$ cat config.mk
export PLATFORM = sky130hd
export DESIGN_NAME = pgao_port
export DESIGN_NICKNAME = d
export VERILOG_FILES = /design/src/core/pgao_pkg.sv /design/src/core/pgao_pin_sync.sv /design/src/core/pgao_port.sv
export SDC_FILE = /design/constraint.sdc
export NUM_CORES = 1
export LEC_CHECK = 0
export ABC_CLOCK_PERIOD_IN_PS = 2470
export BUFFER_PORTS_ARGS = -buffer_cell sky130_fd_sc_hd__buf_4
export CAP_MARGIN = 20
export CORE_MARGIN = 5
export CORE_UTILIZATION = 30
export DETAILED_ROUTE_END_ITERATION = 7
export SKIP_CTS_REPAIR_TIMING = 1
export SYNTH_ARGS = -nofsm -noshare
export SYNTH_HDL_FRONTEND = slang
export SYNTH_SLANG_ARGS = --single-unit
$ cat constraint.sdc
create_clock -name core_clk -period 2.47 [get_ports core_clk]
set_input_delay 0.1235 -clock core_clk [delete_from_list [all_inputs] [get_ports core_clk]]
set_output_delay 0.1235 -clock core_clk [all_outputs]
set_load 0.02 [all_outputs]
$ cat src/core/pgao_pkg.sv
package pgao_pkg;

  // ****************************************************************
  // Register map and field layout
  // ****************************************************************
  localparam int          PGAO_ADDR_W        = 16;
  localparam int          PGAO_PORT_W        = 8;
  localparam logic [15:0] PGAO_OFF_DIRECTION = 16'hFFC0;
  localparam logic [15:0] PGAO_OFF_LATCH     = 16'hFFC2;
  localparam logic [7:0]  PGAO_RST_DIRECTION = 8'h00;
  localparam logic [7:0]  PGAO_RST_LATCH     = 8'h00;
  localparam logic [7:0]  PGAO_DIR_READBACK  = 8'hFF;
  localparam logic [7:0]  PGAO_UNMAPPED_READ = 8'h00;

  // ****************************************************************
  // Operating modes
  // ****************************************************************
  localparam logic [1:0]  PGAO_MODE_EXPANDED = 2'h1;
  localparam logic [1:0]  PGAO_MODE_SINGLE_A = 2'h2;
  localparam logic [1:0]  PGAO_MODE_SINGLE_B = 2'h3;

  // ****************************************************************
  // Pin input synchroniser
  // ****************************************************************
  localparam int          PGAO_SYNC_STAGES   = 3;
  localparam logic [7:0]  PGAO_RST_SYNC      = 8'h00;

endpackage : pgao_pkg

$ cat src/core/pgao_pin_sync.sv
module pgao_pin_sync
  import pgao_pkg::*;
#(
  parameter int WIDTH = PGAO_PORT_W
) (
  input  wire logic             core_clk,
  input  wire logic             reset,
  input  wire logic [WIDTH-1:0] pin_async,
  output logic      [WIDTH-1:0] pin_level
);

  // ****************************************************************
  // Three-stage capture with agreement filter
  // ****************************************************************
  logic [WIDTH-1:0] stage1;
  logic [WIDTH-1:0] stage2;
  logic [WIDTH-1:0] stage3;
  wire  [WIDTH-1:0] agree_mask;
  wire  [WIDTH-1:0] next_pin_level;

  // A bit follows the pin only once the second and third stages agree.
  assign agree_mask     = ~(stage2 ^ stage3);
  assign next_pin_level = (agree_mask & stage3) | (~agree_mask & pin_level);

  always_ff @(posedge core_clk or posedge reset) begin
    if (reset) begin
      stage1    <= '0;
      stage2    <= '0;
      stage3    <= '0;
      pin_level <= '0;
    end else begin
      stage1    <= pin_async;
      stage2    <= stage1;
      stage3    <= stage2;
      pin_level <= next_pin_level;
    end
  end

endmodule : pgao_pin_sync

$ cat src/core/pgao_port.sv
// Function
// - Mode 1 pins carry address bits 7..0
// - Mode 1: direction 1 drives address, 0 inputs
// - Modes 2,3: direction 1 output, 0 input
// - Direction register eight bits, write-only, per pin
// - Direction register reads back all ones
// - Direction clears on reset and hardware standby
// - Software standby keeps direction and output state
// - Output latch eight bits, read and write
// - Output pins read back latched data
// - Input pins read back sampled pin level
// - Latch clears on reset, hardware standby; kept otherwise
// - Decode at 0xFFC0 and 0xFFC2, low sixteen bits
//
// Our own choice: the strobed register port.
module pgao_port
  import pgao_pkg::*;
#(
  parameter int PORT_W = PGAO_PORT_W,
  parameter int ADDR_W = PGAO_ADDR_W
) (
  input  wire logic              core_clk,
  input  wire logic              reset,
  input  wire logic [1:0]        op_mode,
  input  wire logic              hw_standby,
  input  wire logic              sw_standby,
  input  wire logic [ADDR_W-1:0] reg_addr,
  input  wire logic [7:0]        reg_wdata,
  input  wire logic              reg_write,
  input  wire logic              reg_read,
  output logic      [7:0]        reg_rdata,
  input  wire logic [7:0]        bus_addr_low,
  input  wire logic [PORT_W-1:0] pin_in,
  output logic      [PORT_W-1:0] pin_out,
  output logic      [PORT_W-1:0] pin_oe
);

  // ****************************************************************
  // Helper functions
  // ****************************************************************

  // Chooses per bit between two values by the direction setting.
  function automatic logic [PORT_W-1:0] pick_by_dir(
    input logic [PORT_W-1:0] dir,
    input logic [PORT_W-1:0] when_set,
    input logic [PORT_W-1:0] when_clear
  );
    return (dir & when_set) | (~dir & when_clear);
  endfunction : pick_by_dir

  // Compares the low sixteen address bits with a register offset.
  function automatic logic addr_hit(
    input logic [ADDR_W-1:0] addr,
    input logic [15:0]       offset
  );
    return (addr[15:0] == offset);
  endfunction : addr_hit

  // A strobe counts only when it meets a matching address.
  function automatic logic strobe_hit(
    input logic              strobe,
    input logic [ADDR_W-1:0] addr,
    input logic [15:0]       offset
  );
    return strobe & addr_hit(addr, offset);
  endfunction : strobe_hit

  // Standby clear beats a write, and a write beats holding.
  function automatic logic [PORT_W-1:0] next_reg_value(
    input logic              clear,
    input logic              load,
    input logic [PORT_W-1:0] clear_value,
    input logic [PORT_W-1:0] load_value,
    input logic [PORT_W-1:0] current
  );
    logic [PORT_W-1:0] result;
    result = current;
    if (clear) begin
      result = clear_value;
    end else if (load) begin
      result = load_value;
    end
    return result;
  endfunction : next_reg_value

  // ****************************************************************
  // Standby control
  // ****************************************************************
  wire               standby_clear;

  assign standby_clear = hw_standby;

  // ****************************************************************
  // Address decode
  // ****************************************************************
  wire               sel_direction;
  wire               sel_latch;
  wire               write_direction;
  wire               write_latch;
  wire               read_direction;
  wire               read_latch;
  wire               read_unmapped;

  assign sel_direction   = addr_hit(reg_addr, PGAO_OFF_DIRECTION);
  assign sel_latch       = addr_hit(reg_addr, PGAO_OFF_LATCH);

  assign write_direction = strobe_hit(reg_write, reg_addr, PGAO_OFF_DIRECTION);

  assign write_latch     = strobe_hit(reg_write, reg_addr, PGAO_OFF_LATCH);

  assign read_direction  = strobe_hit(reg_read, reg_addr, PGAO_OFF_DIRECTION);
  assign read_latch      = strobe_hit(reg_read, reg_addr, PGAO_OFF_LATCH);
  assign read_unmapped   = reg_read & ~sel_direction & ~sel_latch;

  // ****************************************************************
  // Direction register and output latch
  // ****************************************************************
  logic [PORT_W-1:0] port_direction;
  logic [PORT_W-1:0] port_output_latch;
  wire  [PORT_W-1:0] next_port_direction;
  wire  [PORT_W-1:0] next_port_output_latch;

  assign next_port_direction = next_reg_value(standby_clear, write_direction, PGAO_RST_DIRECTION[PORT_W-1:0],
                                              reg_wdata[PORT_W-1:0], port_direction);

  assign next_port_output_latch = next_reg_value(standby_clear, write_latch, PGAO_RST_LATCH[PORT_W-1:0],
                                                 reg_wdata[PORT_W-1:0], port_output_latch);

  always_ff @(posedge core_clk or posedge reset) begin
    if (reset) begin
      port_direction <= PGAO_RST_DIRECTION[PORT_W-1:0];
    end else begin
      port_direction <= next_port_direction;
    end
  end

  always_ff @(posedge core_clk or posedge reset) begin
    if (reset) begin
      port_output_latch <= PGAO_RST_LATCH[PORT_W-1:0];
    end else begin
      port_output_latch <= next_port_output_latch;
    end
  end

  // ****************************************************************
  // Pin input sampling
  // ****************************************************************
  logic [PORT_W-1:0] pin_level;

  pgao_pin_sync #(
    .WIDTH     (PORT_W)
  ) u_pin_sync (
    .core_clk  (core_clk),
    .reset     (reset),
    .pin_async (pin_in),
    .pin_level (pin_level)
  );

  // ****************************************************************
  // Pin drive
  // ****************************************************************
  wire               mode_expanded;
  wire  [PORT_W-1:0] drive_value;
  wire  [PORT_W-1:0] next_pin_out;
  wire  [PORT_W-1:0] next_pin_oe;

  assign mode_expanded = (op_mode == PGAO_MODE_EXPANDED);

  assign drive_value = mode_expanded ? bus_addr_low[PORT_W-1:0] : port_output_latch;

  // pins stay inputs until software sets direction
  assign next_pin_oe  = port_direction;
  assign next_pin_out = pick_by_dir(port_direction, drive_value, {PORT_W{1'b0}});

  // Registered drive adds one cycle between a change and the pin.
  always_ff @(posedge core_clk or posedge reset) begin
    if (reset) begin
      pin_out <= '0;
      pin_oe  <= '0;
    end else begin
      pin_out <= next_pin_out;
      pin_oe  <= next_pin_oe;
    end
  end

  // ****************************************************************
  // Read path
  // ****************************************************************
  wire  [PORT_W-1:0] port_read_value;
  wire  [7:0]        next_reg_rdata;

  assign port_read_value = pick_by_dir(port_direction, port_output_latch, pin_level);

  assign next_reg_rdata = read_unmapped  ? PGAO_UNMAPPED_READ :
                          read_direction ? PGAO_DIR_READBACK :
                          read_latch     ? 8'(port_read_value) :
                                           PGAO_UNMAPPED_READ;

  // Read data stands only in the cycle after the strobe.
  always_ff @(posedge core_clk or posedge reset) begin
    if (reset) begin
      reg_rdata <= PGAO_UNMAPPED_READ;
    end else begin
      reg_rdata <= next_reg_rdata;
    end
  end

  // Software standby needs no logic: it gates nothing, so registers hold unless written while it is high.
  wire unused_sw_standby;
  assign unused_sw_standby = sw_standby;

endmodule : pgao_port

-- Yosys cells after proc, flatten, opt, wreduce, memory -nomap -nowiden
Cells that the tools add are included.
- memories: 0
- output and inout port bits: 24
- RAM bits: 0
- flip-flop bits (word level): 72
- ROM bits: 0
- latch bits: 0
- input bits: 48
- logic and storage cells: 41
- bitwise operators: 19
- $lt $le $gt $ge: 0
- mux-type cells: 8
- add/sub/neg operators: 0
- divide/modulo/power cells: 0
- equality and inequality tests: 3
- reductions and logical operators: 2
- $mul: 0
- shifts and indexed selects: 0
- operator list (cell ; count):
    $mux W8 ; 8
    $and A8 B8 Y8 ; 5
    $eq A16 B16 Y1 const B ; 2
    $not A8 Y8 ; 3
    $or A8 B8 Y8 ; 2
    $xor A8 B8 Y8 ; 1
    $and A1 B1 Y1 ; 6
    $reduce_bool A2 Y1 ; 2
    $eq A2 B1 Y1 const B ; 1
    $not A1 Y1 ; 2

-- Longest topological paths before layout
Gate-level depths: netlist of run 1.
- word-level depth: 6
- gate-level depth with buffers: 6
- mapped depth without buffers: 4

-- Modules after synthesis
From an unflattened synthesis of run 1, not the netlist that was laid out.
- cells, all modules: 183
- area, all modules: 2588.7 µm²
- by module, submodules not included (module ; times used ; cells each ; seq. area each (µm²) ; area an instance (µm²)):
    pgao_port ; 1 ; 142 ; 1001.0 ; 1694.1
    pgao_pin_sync ; 1 ; 41 ; 800.8 ; 894.6

-- Worst setup path after synthesis of run 1
OpenSTA, ideal clock, no wires.
- kind: input -> register
- from: in reg_addr[3]
- to: reg port_output_latch[0]
- setup time: 0.124 ns
- slack: 0.706 ns
- path buffers: 2
- arrival time: 1.640 ns
- cell stages on the path: 6
- data required time: 2.346 ns
- cells stage by stage: or4_4 -> or4_4 -> buf_6 -> buf_8 -> o21ai_1 -> a21oi_1
- longest elaborated chain between the ends: 3
- RTL lines (what ; line ; text):
    start, declared ; pgao_port.sv:27 ; input wire logic [ADDR_W-1:0] reg_addr,
    $eq A16 B16 Y1 ; pgao_port.sv:56 ; return (addr[15:0] == offset);
    $and A1 B1 Y1 ; pgao_port.sv:65 ; return strobe & addr_hit(addr, offset);
    $reduce_bool A2 Y1 (no line) ; -- ;
    end signal, assigned ; pgao_port.sv:139 ; port_output_latch <= PGAO_RST_LATCH[PORT_W-1:0];
    end signal, assigned ; pgao_port.sv:141 ; port_output_latch <= next_port_output_latch;
    end, declared ; pgao_port.sv:119 ; logic [PORT_W-1:0] port_output_latch;
No other way between the ends.
A chain may end at the register's enable or synchronous reset.

-- Worst setup path after layout of run 1
- from: in reg_addr[3]
- to: reg reg_rdata[5]
- longest elaborated chain between the ends: 5
- elaborated cells between the ends (all ways): 11
- those cells by class: 2 x eq/ne; 3 x mux; 6 x bitwise
- RTL lines (what ; line ; text):
    $eq A16 B16 Y1 ; pgao_port.sv:56 ;
    $and A1 B1 Y1 / $not A1 Y1 (equally long branches) ; pgao_port.sv:65, pgao_port.sv:113 ;
    $mux W8 / $and A1 B1 Y1 (equally long branches) ; pgao_port.sv:196, pgao_port.sv:113 ;
    $mux W8 / $and A1 B1 Y1 (equally long branches) ; pgao_port.sv:195, pgao_port.sv:113 ;
    $mux W8 * ; pgao_port.sv:194 ; assign next_reg_rdata = read_unmapped ? PGAO_UNMAPPED_READ :
    net next_reg_rdata[5] ; pgao_port.sv:190 ; wire [7:0] next_reg_rdata;
    end signal, assigned ; pgao_port.sv:204 ; reg_rdata <= next_reg_rdata;
    end, declared ; pgao_port.sv:31 ; output logic [7:0] reg_rdata,
The timed path passes the listed nets; every way through them passes the cells marked *.

==> impl_summary.md, run 1 <==
Run status
The run finished with clean final reports.

Critical path
Tracing the worst setup path back leads to its startpoint at reg_addr[3]. In this run the register-to-register setup slack is 1.61 ns. The signal on the critical path passes through buf_4 > or4_4 > nor4_4 > nand2_1 > a21oi_1. The critical path ends at reg_rdata[5]$_DFF_PP0_.

The maximum net fanout on the critical path is 8. The number of buffer and inverter stages on the critical path is 1. For the worst setup path, the data arrival time is 1.83 ns.

STA puts the critical path data required time at 2.72 ns. The number of cells on the critical path is 5. The critical path's slowest cell is or4_4.

The worst register-to-register path begins at u_pin_sync.stage2[5]$_DFF_PP0_. STA classifies the critical path endpoint as a flip-flop. The largest single stage delay on the critical path is 0.55 ns.

The number of cells on the worst reg-to-reg path is 1. The worst setup path is launched from a primary input. The category of the most critical setup path is in -> reg.

On the critical path the largest part of the delay comes from simple AND/OR/NAND/NOR gates.

STA
Subtracting the final worst setup slack from the clock period gives 1.58 ns. The actual transition at the worst max-transition pin is approximately 0.67 ns. Clock skew on the completed layout was measured at 0.00333 ns. The max-slew headroom at the worst pin is 0.552. Setup repair after global routing left no endpoint under its margin.

The highest clock rate is 633 MHz. Dividing the final minimum period by the clock period gives 0.640. The final-report max-slew violation count came to 0. The total negative setup slack is 0 ns. Setup violations remaining at the end of the flow were counted as 0. Hold timing on the final database bottoms out at a slack of 0.0566 ns. The number of hold violations in the final report is 0.

Route
The via count is 1,702. After detailed routing, the average wire length per cell comes to 14.7 µm. The residual DRC count is 0. The detailed router finished its first iteration with 55 violations. The first-pass detailed-route iteration total is 4. The count of nets left with antenna violations once routing finished came out at 0. The total length of routed wires is 5.49 mm.

The via density per instance is approximately 4.6.

Die
The initial utilization of the core area, before any placement, comes to 0.309. The core region is a little over 8000 µm². The die is about 100 µm wide.

The die covers 10,400 µm². The top-level I/O count is between 70 and 80. The number of placement rows is 33. The die height is 102 µm.

Clocking
In this run the clock root is driven by a clkbuf_8. The clock-pin slew of the registers on the worst-case setup and hold paths is 0.07 ns. The H-tree generated during clock tree synthesis spans 3 levels.

No sink is reached through more buffers than the 2 on the longest clock path. Clock latency on the worst-skew pair, taken at its later pin, is approximately 0.33 ns. The number of clock buffers inserted by TritonCTS is 9. TritonCTS built the clock tree.

Clock tree synthesis found a total of between 70 and 80 sinks.

Finish
The antenna diode count is 0. Registers take 1800 µm². The net count of the finished layout is 315. The multi-input combinational cells in the finished layout cover a total of 671 µm². The total of fill cells in the finished design is just over 800. The synthesis-to-layout area growth is 34.6%. The share of final-layout standard cells stronger than drive strength 1 is 0.338.

Global routing
The overall routing resource usage is 0.113. Entering global routing, the biggest net connects 31 pins. The wire length of the first global-routing pass is ~8.8 mm. The initial antenna violation count is 0.

The global-route congestion overflow total is 0. The number of global-route vias before repair is 1,752.

Logic synthesis
The number of synthesized register bits is 72. Of the total synthesized cell area, the portion taken by AND, OR, NAND and NOR gates is 0.0893. The most used flip-flop cell after synthesis is dfrtp_1. Yosys printed 0 warnings. Each instance of the synthesized netlist takes up on average 13.9 µm². The netlist uses 23 different library cells. The proportion of synthesized flip-flops having asynchronous set or reset is 1.00. The area share of xor/xnor cells in the synthesized design is 0. The share of the Yosys chip area taken by registers is 0.710.

Yosys mapped a number of flops with a built-in enable equal to 0. The share of synthesized area spent on multiplexers is 0.0631. The compound-gate portion of the synthesized area is 0.0804. Of the total synthesized cell area, the portion taken by full adders, half adders and majority gates is 0.0316. The net count after synthesis is 230. After synthesis, the largest family of logic cells by area is simple AND/OR/NAND/NOR gates. The post-synthesis instance area is 2540 µm². Synthesis produced a netlist whose cell count is 182.

Place
The routability congestion estimate from global placement is about 0.7. Port buffering added 70 buffers. The HPWL after detailed placement is between 3 and 4 mm.

Job
The tool flagged a number of max-cap violations equal to 0.

Power
The total chip power is 2160 µW. In this run the power density over the cells is 633 nW/µm². The reported leakage power is about 0.0016 µW. The worst-case IR drop observed on VDD is between 0.3 and 0.4 mV.

Worst hold path
In this run the worst hold path is classified as in -> reg.
-- synthesized netlist by cell type (2+ instances only) --
cell type   n  area share
nand3_1    17       0.034
clkbuf_1    2      0.0030
maj3_1      8       0.032
buf_2       3      0.0059
o21ai_0     6       0.012
dfrtp_1    72        0.71
or4_4       2      0.0089
a21oi_1    24       0.047
nor2b_1    10       0.025
nand2_1     2      0.0030
o21ai_1     9       0.018
mux2i_1    16       0.063
-- routing by layer --
layer / vias to the layer above / routed length, µm / global-route usage / share of wire
met4: 0 / 77 / 0.0484 / 0.014
met2: 59 / 2490 / 0.169 / 0.45
met1: 827 / 2440 / 0.143 / 0.44
met3: 8 / 489 / 0.0505 / 0.089
met5: - / 0 / 0 / 0
li1: 808 / - / - / -
-- cells in the final DEF, fill, tap and decap left out --
cell           count
nand4b_1           1
maj3_1             8
nor2b_1           10
o21ai_1            9
mux2i_1           16
a21oi_1           24
and2_1             1
nand4_1            1
nand3_1           17
clkbuf_1           1
nor4_4             1
nand2b_1           1
o21ai_2            1
buf_4             74
o21ai_0            6
clkbuf_8          11
clkinv_2           1
nand2_1            2
or4_4              2
inv_2              1
dfrtp_1           72
dlygate4sd3_1      9
-- power by group --
group          switching, µW  internal, µW  total, µW
clock network            385           402        786
registers               16.0          1210       1230
logic                   66.8          78.4        145
-- logic make-up (layout without fill, tap and decap cells) --
kind of cell	count (synthesis)	count (layout)
AOI/OAI and AO/OA	40	40
adders and majority gates	8	8
buffers and inverters	10	97
DFF	72	72
muxes	16	16
and+or+nand+nor	36	36
-- through the flow --
step	setup WS, ns	utilization	cells	area, µm²
after floorplan	0.522	-	182	2540
after global placement	0.581	0.385	352	3160
after detailed placement	0.536	0.385	352	3160
after CTS	0.899	0.404	365	3320
after global routing	0.811	0.415	374	3410
final	0.889	0.415	374	3410
-- worst min path at each step --
| stage | from | endpoint | slack [ns] | depth (start not counted) |
|---|---|---|---|---|
| finish | reg_wdata[0] | port_output_latch[0]$_DFFE_PP0P_ | 0.06 | 3 |
| global route | reg_wdata[3] | next_pin_oe[3]$_DFFE_PP0P_ | 0.04 | 3 |
| CTS | reset | u_pin_sync.stage1[3]$_DFF_PP0_ | -0.26 | 2 |
| detailed placement | reset | u_pin_sync.stage1[3]$_DFF_PP0_ | 0.11 | 2 |
| global placement | reset | u_pin_sync.stage1[3]$_DFF_PP0_ | 0.11 | 2 |
| floorplan | pin_in[0] | u_pin_sync.stage1[0]$_DFF_PP0_ | 0.15 | 0 |
-- layout make-up --
type	count	share of cell area
flip-flops and latches	72	0.528
clock inverters	1	0.00147
well taps	105	0.0385
multi-input cells	100	0.196
repair buffers	83	0.189
inverters	1	0.00110
clock buffers	12	0.0455
(Power assumes the default switching activity.)
==> inputs of run 2 (changes only) <==
Settings changed: ABC_CLOCK_PERIOD_IN_PS 2470 to 1400.
Clock period 2.47 ns to 1.4 ns, I/O delays scaled along.
==> run 2 against run 1 <==
Effect of this change: the run now ends with hold timing left; final cell count up 2.9%; utilization up 1.9 points; clock skew up 0.0033 ns; setup slack worse by 0.83 ns; combinational power up 89%; global-route usage down 0.20 points; routed wire length up 0.84%; sequential power up 76%; first-iteration DRC count down 24%.
==> impl_summary.md, run 2 (synthesis gave the netlist of run 1 again) <==
Run status
The run finished, with violations left. The checks that failed: hold timing.

STA
After layout, the minimum clock period comes to between 1 and 1.5 ns. The final cycle utilization of the critical path is 0.956. The final-report max-slew violation count is 0. The worst pin sits at a relative slew slack of 0.735.

The final number of setup-violating endpoints is 0. The minimum setup slack in the final design is 0.0620 ns. The highest clock rate is 747 MHz. Clock skew on the completed layout was measured at roughly 0.0067 ns. After routing, the total negative slack on setup checks comes to 0 ns. The post-route worst hold slack is -0.0000994 ns.

Setup repair after global routing left no endpoint under its margin. The actual transition at the worst max-transition pin is 0.397 ns. The number of hold violations in the final report is 1.

Power
Of the total power, the share spent switching nets is 0.204. For this design the ratio of total power to cell area is 1220 nW/µm². The clock share of power is 0.441. Of the total power, registers draw 0.496. Cell internal power was estimated by the tool at 3470 µW. The share of total power dissipated in combinational logic is 0.063. The reported leakage power is between 0.0015 and 0.002 µW. The worst-case IR drop observed on VDD is approximately 0.57 mV.

In this run the power spent charging and discharging nets is 890 µW.

Route
The via count is 1,762. The highest metal layer used by the detailed router is met4. The detailed-routing wirelength on met1 is about 2.4 mm.

The post-detailed-route wirelength per cell is 14.4 µm. Dividing the detail-routed via count by the number of cells gives between 4 and 5. The antenna violation net count after detailed routing is 0. The final layout contains routed wiring with a total length of 5.54 mm. In this run, the number of DRC markers left after iteration 0 of detailed routing was 42. For this run, design rule violations remaining after detail routing come to 0.

The routed design uses between 500 and 600 µm of met3 wire. The first TritonRoute pass finished after 4 iterations. The total met2 wirelength after detailed routing is around 2.5 mm.

Critical path
The worst register-to-register path begins at u_pin_sync.stage2[7]$_DFF_PP0_. The setup check on the worst reg-to-reg path leaves a slack of 0.53 ns. In this run the worst setup path begins at reg_addr[3].

STA puts the critical path data arrival time at 1.55 ns. The setup path with the least slack is of type in -> reg. The required time of the critical path is 1.61 ns. The end point of the critical path is next_pin_oe[3]$_DFFE_PP0P_.

The element type at the critical path end is a flip-flop. STA classifies the critical path startpoint as a primary input. Measured in cells, the most critical reg-to-reg path has a length of 1. The maximum net fanout on the critical path is 16.

Clocking
The number of buffers on the longest clock path is 2. TritonCTS built the clock tree. CTS built an H-tree with a depth of 3.

The clock-pin slew of the registers on the worst-case setup and hold paths is 0.08 ns. The clock net sink count is slightly above 70. TritonCTS created 9 clock buffers. The cell at the root of the clock tree is clkbuf_8. The insertion delay of the later-clocked pin in the worst-skew pair is 0.33 ns.

Place
The standard cell area after detailed placement is 3220 µm². The worst-case setup slack after placement is -0.281 ns. The routability congestion estimate from global placement is 0.711. The count of input and output buffers is 70. Detailed placement ended at an HPWL of 3.77 mm.

Global routing
The maximum number of pins on one net before global-route repair is 73. The initial antenna violation count is 0. For this run, the total global-route usage over all layers was measured as 0.111. The number of global-route vias before repair is 1,741. The global-route congestion overflow total is 0. The wire length of the first global-routing pass is just under 9 mm.

Finish
The synthesis-to-layout area growth is 40.8%. Summing all multi-input logic gate instances after layout gives 671 µm². The area taken by flip-flops and latches is 1800 µm². The antenna diode count is 0. The leading cell type in the layout, fill and taps excluded is buf_4. The fraction of the core area covered by cells at the end of the flow is 0.435. The total of fill cells in the finished design is 788. In the final layout, the share of cells above drive strength 1 is 0.354.

The post-route cell area is 3570 µm². The number of nets in the final layout is 323. In the layout the commonest cells are buf_4 (78), dfrtp_1 (72), a21oi_1 (24).

Die
The area of the die is 10,400 µm². The die height is between 100 and 150 µm. The floorplan step defined a core boundary enclosing around 8200 µm². 72 I/O pins were placed.

For this configuration, the core starts out at a cell density of 0.309. The horizontal die dimension is 102 µm. In this run the core area contains 33 standard-cell rows.

Job
Max-cap violations in this run came to 0.

Worst hold path
The worst min-delay path category is in -> reg.
==> run 2: worst max-delay path, stage by stage <==
cell	delay, ns
buf_4	0.11
or4_4	0.53
or4_4	0.55
o21ai_0	0.21
a21oi_1	0.09
==> run 2: worst min-delay path by stage <==
stage | startpoint | end | cells past startpoint
after floorplan | pin_in[0] | u_pin_sync.stage1[0]$_DFF_PP0_ | 0
after global placement | pin_in[4] | u_pin_sync.stage1[4]$_DFF_PP0_ | 1
after detailed placement | pin_in[5] | u_pin_sync.stage1[5]$_DFF_PP0_ | 1
after CTS | pin_in[5] | u_pin_sync.stage1[5]$_DFF_PP0_ | 1
after global routing | reg_wdata[7] | port_output_latch[7]$_DFFE_PP0P_ | 3
final | bus_addr_low[3] | pin_out[3]$_DFF_PP0_ | 3
==> run 2: cell type report <==
| class | instances | area share |
|---|---|---|
| Clock buffer | 10 | 0.0357 |
| Clock inverter | 6 | 0.0301 |
| Inverter | 1 | 0.00210 |
| Multi-Input combinational cell | 100 | 0.188 |
| Sequential cell | 72 | 0.504 |
| Tap cell | 105 | 0.0368 |
| Timing Repair Buffer | 91 | 0.203 |
==> run 2: routing by layer <==
metal / vias up / global-route usage
met5: - / 0
met4: 0 / 0.0383
met3: 11 / 0.0485
met2: 69 / 0.168
met1: 863 / 0.143
li1: 819 / -
==> run 2: stage by stage <==
stage / cells / power [µW]
2_1_floorplan: 182 / 2300
3_3_place_gp: 357 / 2450
3_5_place_dp: 357 / 2460
4_1_cts: 373 / 4410
5_1_grt: 385 / 4550
6_report: 385 / 4360
==> run 2: power groups by stage <==
stage / logic (µW) / clock network [µW] / registers (µW)
floorplan: 107 / 0 / 2200
global placement: 246 / 0 / 2200
detailed placement: 252 / 0 / 2200
CTS: 253 / 1990 / 2160
global route: 304 / 2080 / 2170
finish: 274 / 1920 / 2160
==> inputs of run 3 (changes only) <==
Settings changed: ABC_AREA set to 1.
==> run 3 against run 2 <==
Effect of this change: the run now ends clean; combinational power up 7%; clock power shrank 29%; utilization decreased by 1.5 points; total power decreased by 12%; clock skew barely moved; sequential power is essentially flat; critical path type is now reg -> reg.
==> impl_summary.md, run 3 <==
Logic synthesis
When the netlist entered floorplanning its net count stood at 281. The share of synthesized area in the top cell type comes to 0.680. The Yosys step of the flow raised 0 warnings. Yosys mapped a number of flops with a built-in enable equal to 0. The post-synthesis instance area is 2650 µm². The synthesized area divided by synthesized cell count is approximately 11 µm². Ranked by instance count, the synthesized netlist is headed by dfrtp_1 (72), nand2_1 (41), nand3_1 (34). The number of standard cells after synthesis is 233. The synthesized design spends more area on one cell type than any other, namely dfrtp_1.

Ranked by total cell area, the synthesized netlist is headed by dfrtp_1 (68%), nand3_1 (6.4%), nand2_1 (5.8%), nor2_1 (4.0%), mux2_2 (3.4%). The number of synthesized register bits is around 70. The sequential element share of the synthesized area is 0.680. The proportion of synthesized flip-flops having asynchronous set or reset is 1.00. The netlist uses 18 different library cells.

The leading cell type by number of instances after synthesis is dfrtp_1. The leading register cell type out of synthesis is dfrtp_1.

STA
The total negative setup slack is 0 ns. For the pin with the worst max-slew slack, the measured transition is 0.448 ns. Setup violations remaining at the end of the flow were counted as 0. On the final layout, the worst clock skew is 0.00681 ns. The minimum clock period is 1.02 ns. The highest clock rate is 976 MHz. The final cycle utilization of the critical path is 0.732. The final-report max-slew violation count is 0.

The number of hold violations in the final report was 0. Setup repair after global routing left no endpoint under its margin. Measured against its own limit, the worst slew margin works out to 0.701.

Clocking
TritonCTS built the clock tree. The clock-pin slew of the registers on the worst-case setup and hold paths is 0.07 ns. CTS placed an instance of clkbuf_8 at the clock tree root. The number of buffers on the longest clock path is 2.

In this run the number of H-tree levels came out at 3. Counting the buffers created by CTS gives 9. The clock reaches the later pin of the worst-skew pair after 0.34 ns. The clock net sink count is between 70 and 80.

Critical path
The maximum net fanout on the critical path is 4. The signal on the critical path passes through mux2_2 > nand3_1 > nand2_1. The critical path's slowest cell is dfrtp_1. The required time of the critical path is 1.61 ns. STA classifies the critical path startpoint as a flip-flop. In this design, the stage delay of the slowest critical-path cell is 0.41 ns. The signal arrival time at the worst endpoint is 1.24 ns. The category of the most critical setup path is reg -> reg. STA classifies the critical path endpoint as a flip-flop.

Job
The max-cap violation count is 0.

Route
For this block, the initial DRC count from the detailed router was 50. For this run, the detailed router's first-pass iteration total came to 4. After detailed routing, the total wire length is between 5 and 6 mm. The antenna violation net count after detailed routing is 0. For this run, design rule violations remaining after detail routing come to 0. The post-detailed-route wirelength per cell is 11.9 µm. The via count is ~1,900. The via density per instance is 4.24.

Place
The routability congestion estimate from global placement is 0.834. The total instance count after detailed placement is 408. The HPWL after detailed placement is 3.96 mm. Input and output buffers added on the ports amount to 70.

Global routing
Across every metal layer, demand over resource in global routing totals 0.103. The met3 layer usage reported by global route is 0.0472. For met1 alone, demand over resource in global routing was 0.115. The global-route met2 utilization is 0.170. The maximum number of pins on one net before global-route repair is 58. The wire length of the first global-routing pass is 9.05 mm. The initial antenna violation count is 0. The global-route congestion overflow total is 0. In this run the most used layer during global routing was met2. The number of global-route vias before repair is between 1,500 and 2,000.

Die
The top-level I/O count is slightly above 70. The region available for standard cell placement spans approximately 8700 µm². The number of placement rows is 34.

The area of the die is between 10,000 and 15,000 µm². The die height is between 100 and 150 µm. The die is approximately 100 µm wide.

The initial utilization of the core area, before any placement, comes to 0.306.

Power
The total chip power is between 3000 and 4000 µW. The reported leakage power is ~0.0019 µW. Across the VDD grid, the largest voltage drop is 0.561 mV.

The power per standard cell area is between 1000 and 1500 nW/µm².

Finish
The layout has 865 filler cells. The antenna diode count is 0. The area growth from synthesis to layout is 37.5%. For this run, the post-layout net count is 376. In the final layout, the share of cells above drive strength 1 is 0.318. The top cell types in the final layout, fill and taps aside, are dfrtp_1 (72), buf_4 (71), nand2_1 (41). The number of standard cells in the final layout excluding fillers is ~440. Leaving out fill and tap cells, the most frequent cell in the layout is dfrtp_1.

Worst hold path
The tightest min-delay check is of the in -> reg type.

Run status
The flow ran to the end, and the final reports show no timing, DRC or antenna violations.
## run 3: cell count changes after synthesis, moves of 2 or more
cell,change
mux2i_1,-16
inv_1,+17
or4_4,-2
nor2_4,+4
o21ai_1,-9
nor2_1,+28
nand2_1,+39
o21ai_0,+2
nor2_2,+2
mux2_2,+8
nand3_1,+17
nor2b_1,-10
a21oi_1,-24
clkbuf_1,-2
## run 3: path summary, 6_finish.rpt
check                                               startpoint                              to  slack (ns)  cells past startpoint
worst max-delay path                next_pin_oe[3]$_DFFE_PP0P_          reg_rdata[3]$_DFF_PP0_        0.38                      3
worst min-delay path                                  reg_read          reg_rdata[0]$_DFF_PP0_        0.03                      3
worst max register to register      next_pin_oe[3]$_DFFE_PP0P_          reg_rdata[3]$_DFF_PP0_        0.38                      3
worst min register to register  u_pin_sync.stage1[3]$_DFF_PP0_  u_pin_sync.stage2[3]$_DFF_PP0_        0.35                      0
max in group asynchronous                                reset                       async pin        0.55                      4
min in group asynchronous                                reset             pin_oe[0]$_DFF_PP0_        0.27                      3
## run 3: area by class of cell
type                            count  area (µm²)  area share
Tap cell                          108         135      0.0371
Timing Repair Buffer               89         723       0.198
Sequential cell                    72        1800       0.494
Inverter                           19        76.3      0.0209
Clock buffer                       12         145      0.0398
Multi-Input combinational cell    137         743       0.204
Clock inverter                      4        20.0     0.00549
## run 3: kinds of logic after synthesis
family                     count (synthesis)  share of synthesized area
AOI/OAI and AO/OA                          8                     0.0151
adders and majority gates                  8                     0.0302
buffers and inverters                     24                     0.0401
DFF                                       72                      0.680
muxes                                      8                     0.0340
and+or+nand+nor                          113                      0.201
## run 3: critical path: cells and delay by family (launching register included)
family,cells,cell delay (ns)
flops,1,0.41
mux,1,0.35
simple gates,2,0.14
## run 3: metrics by stage
stage | setup WS [ns] | hold slack (ns) | util | instance area, µm²
after floorplan | 0.482 | 0.101 | - | 2660
after global placement | 0.273 | 0.0778 | 0.381 | 3310
after detailed placement | 0.245 | 0.0772 | 0.381 | 3310
after CTS | 0.371 | -0.302 | 0.400 | 3470
after global routing | 0.312 | 0.0386 | 0.420 | 3640
final | 0.375 | 0.0340 | 0.420 | 3640
## run 3: where the power goes
part	switching (µW)	internal [µW]	leakage, µW
sequential	25.8	2140	0.000932
clock	693	680	0.0000899
combinational	128	165	0.000887
total	847	2980	0.00191
## run 3: layer usage
layer	up-vias	share of wire
met2	58	0.50
met1	861	0.41
li1	940	-
met4	0	0.016
met5	-	0
met3	9	0.074
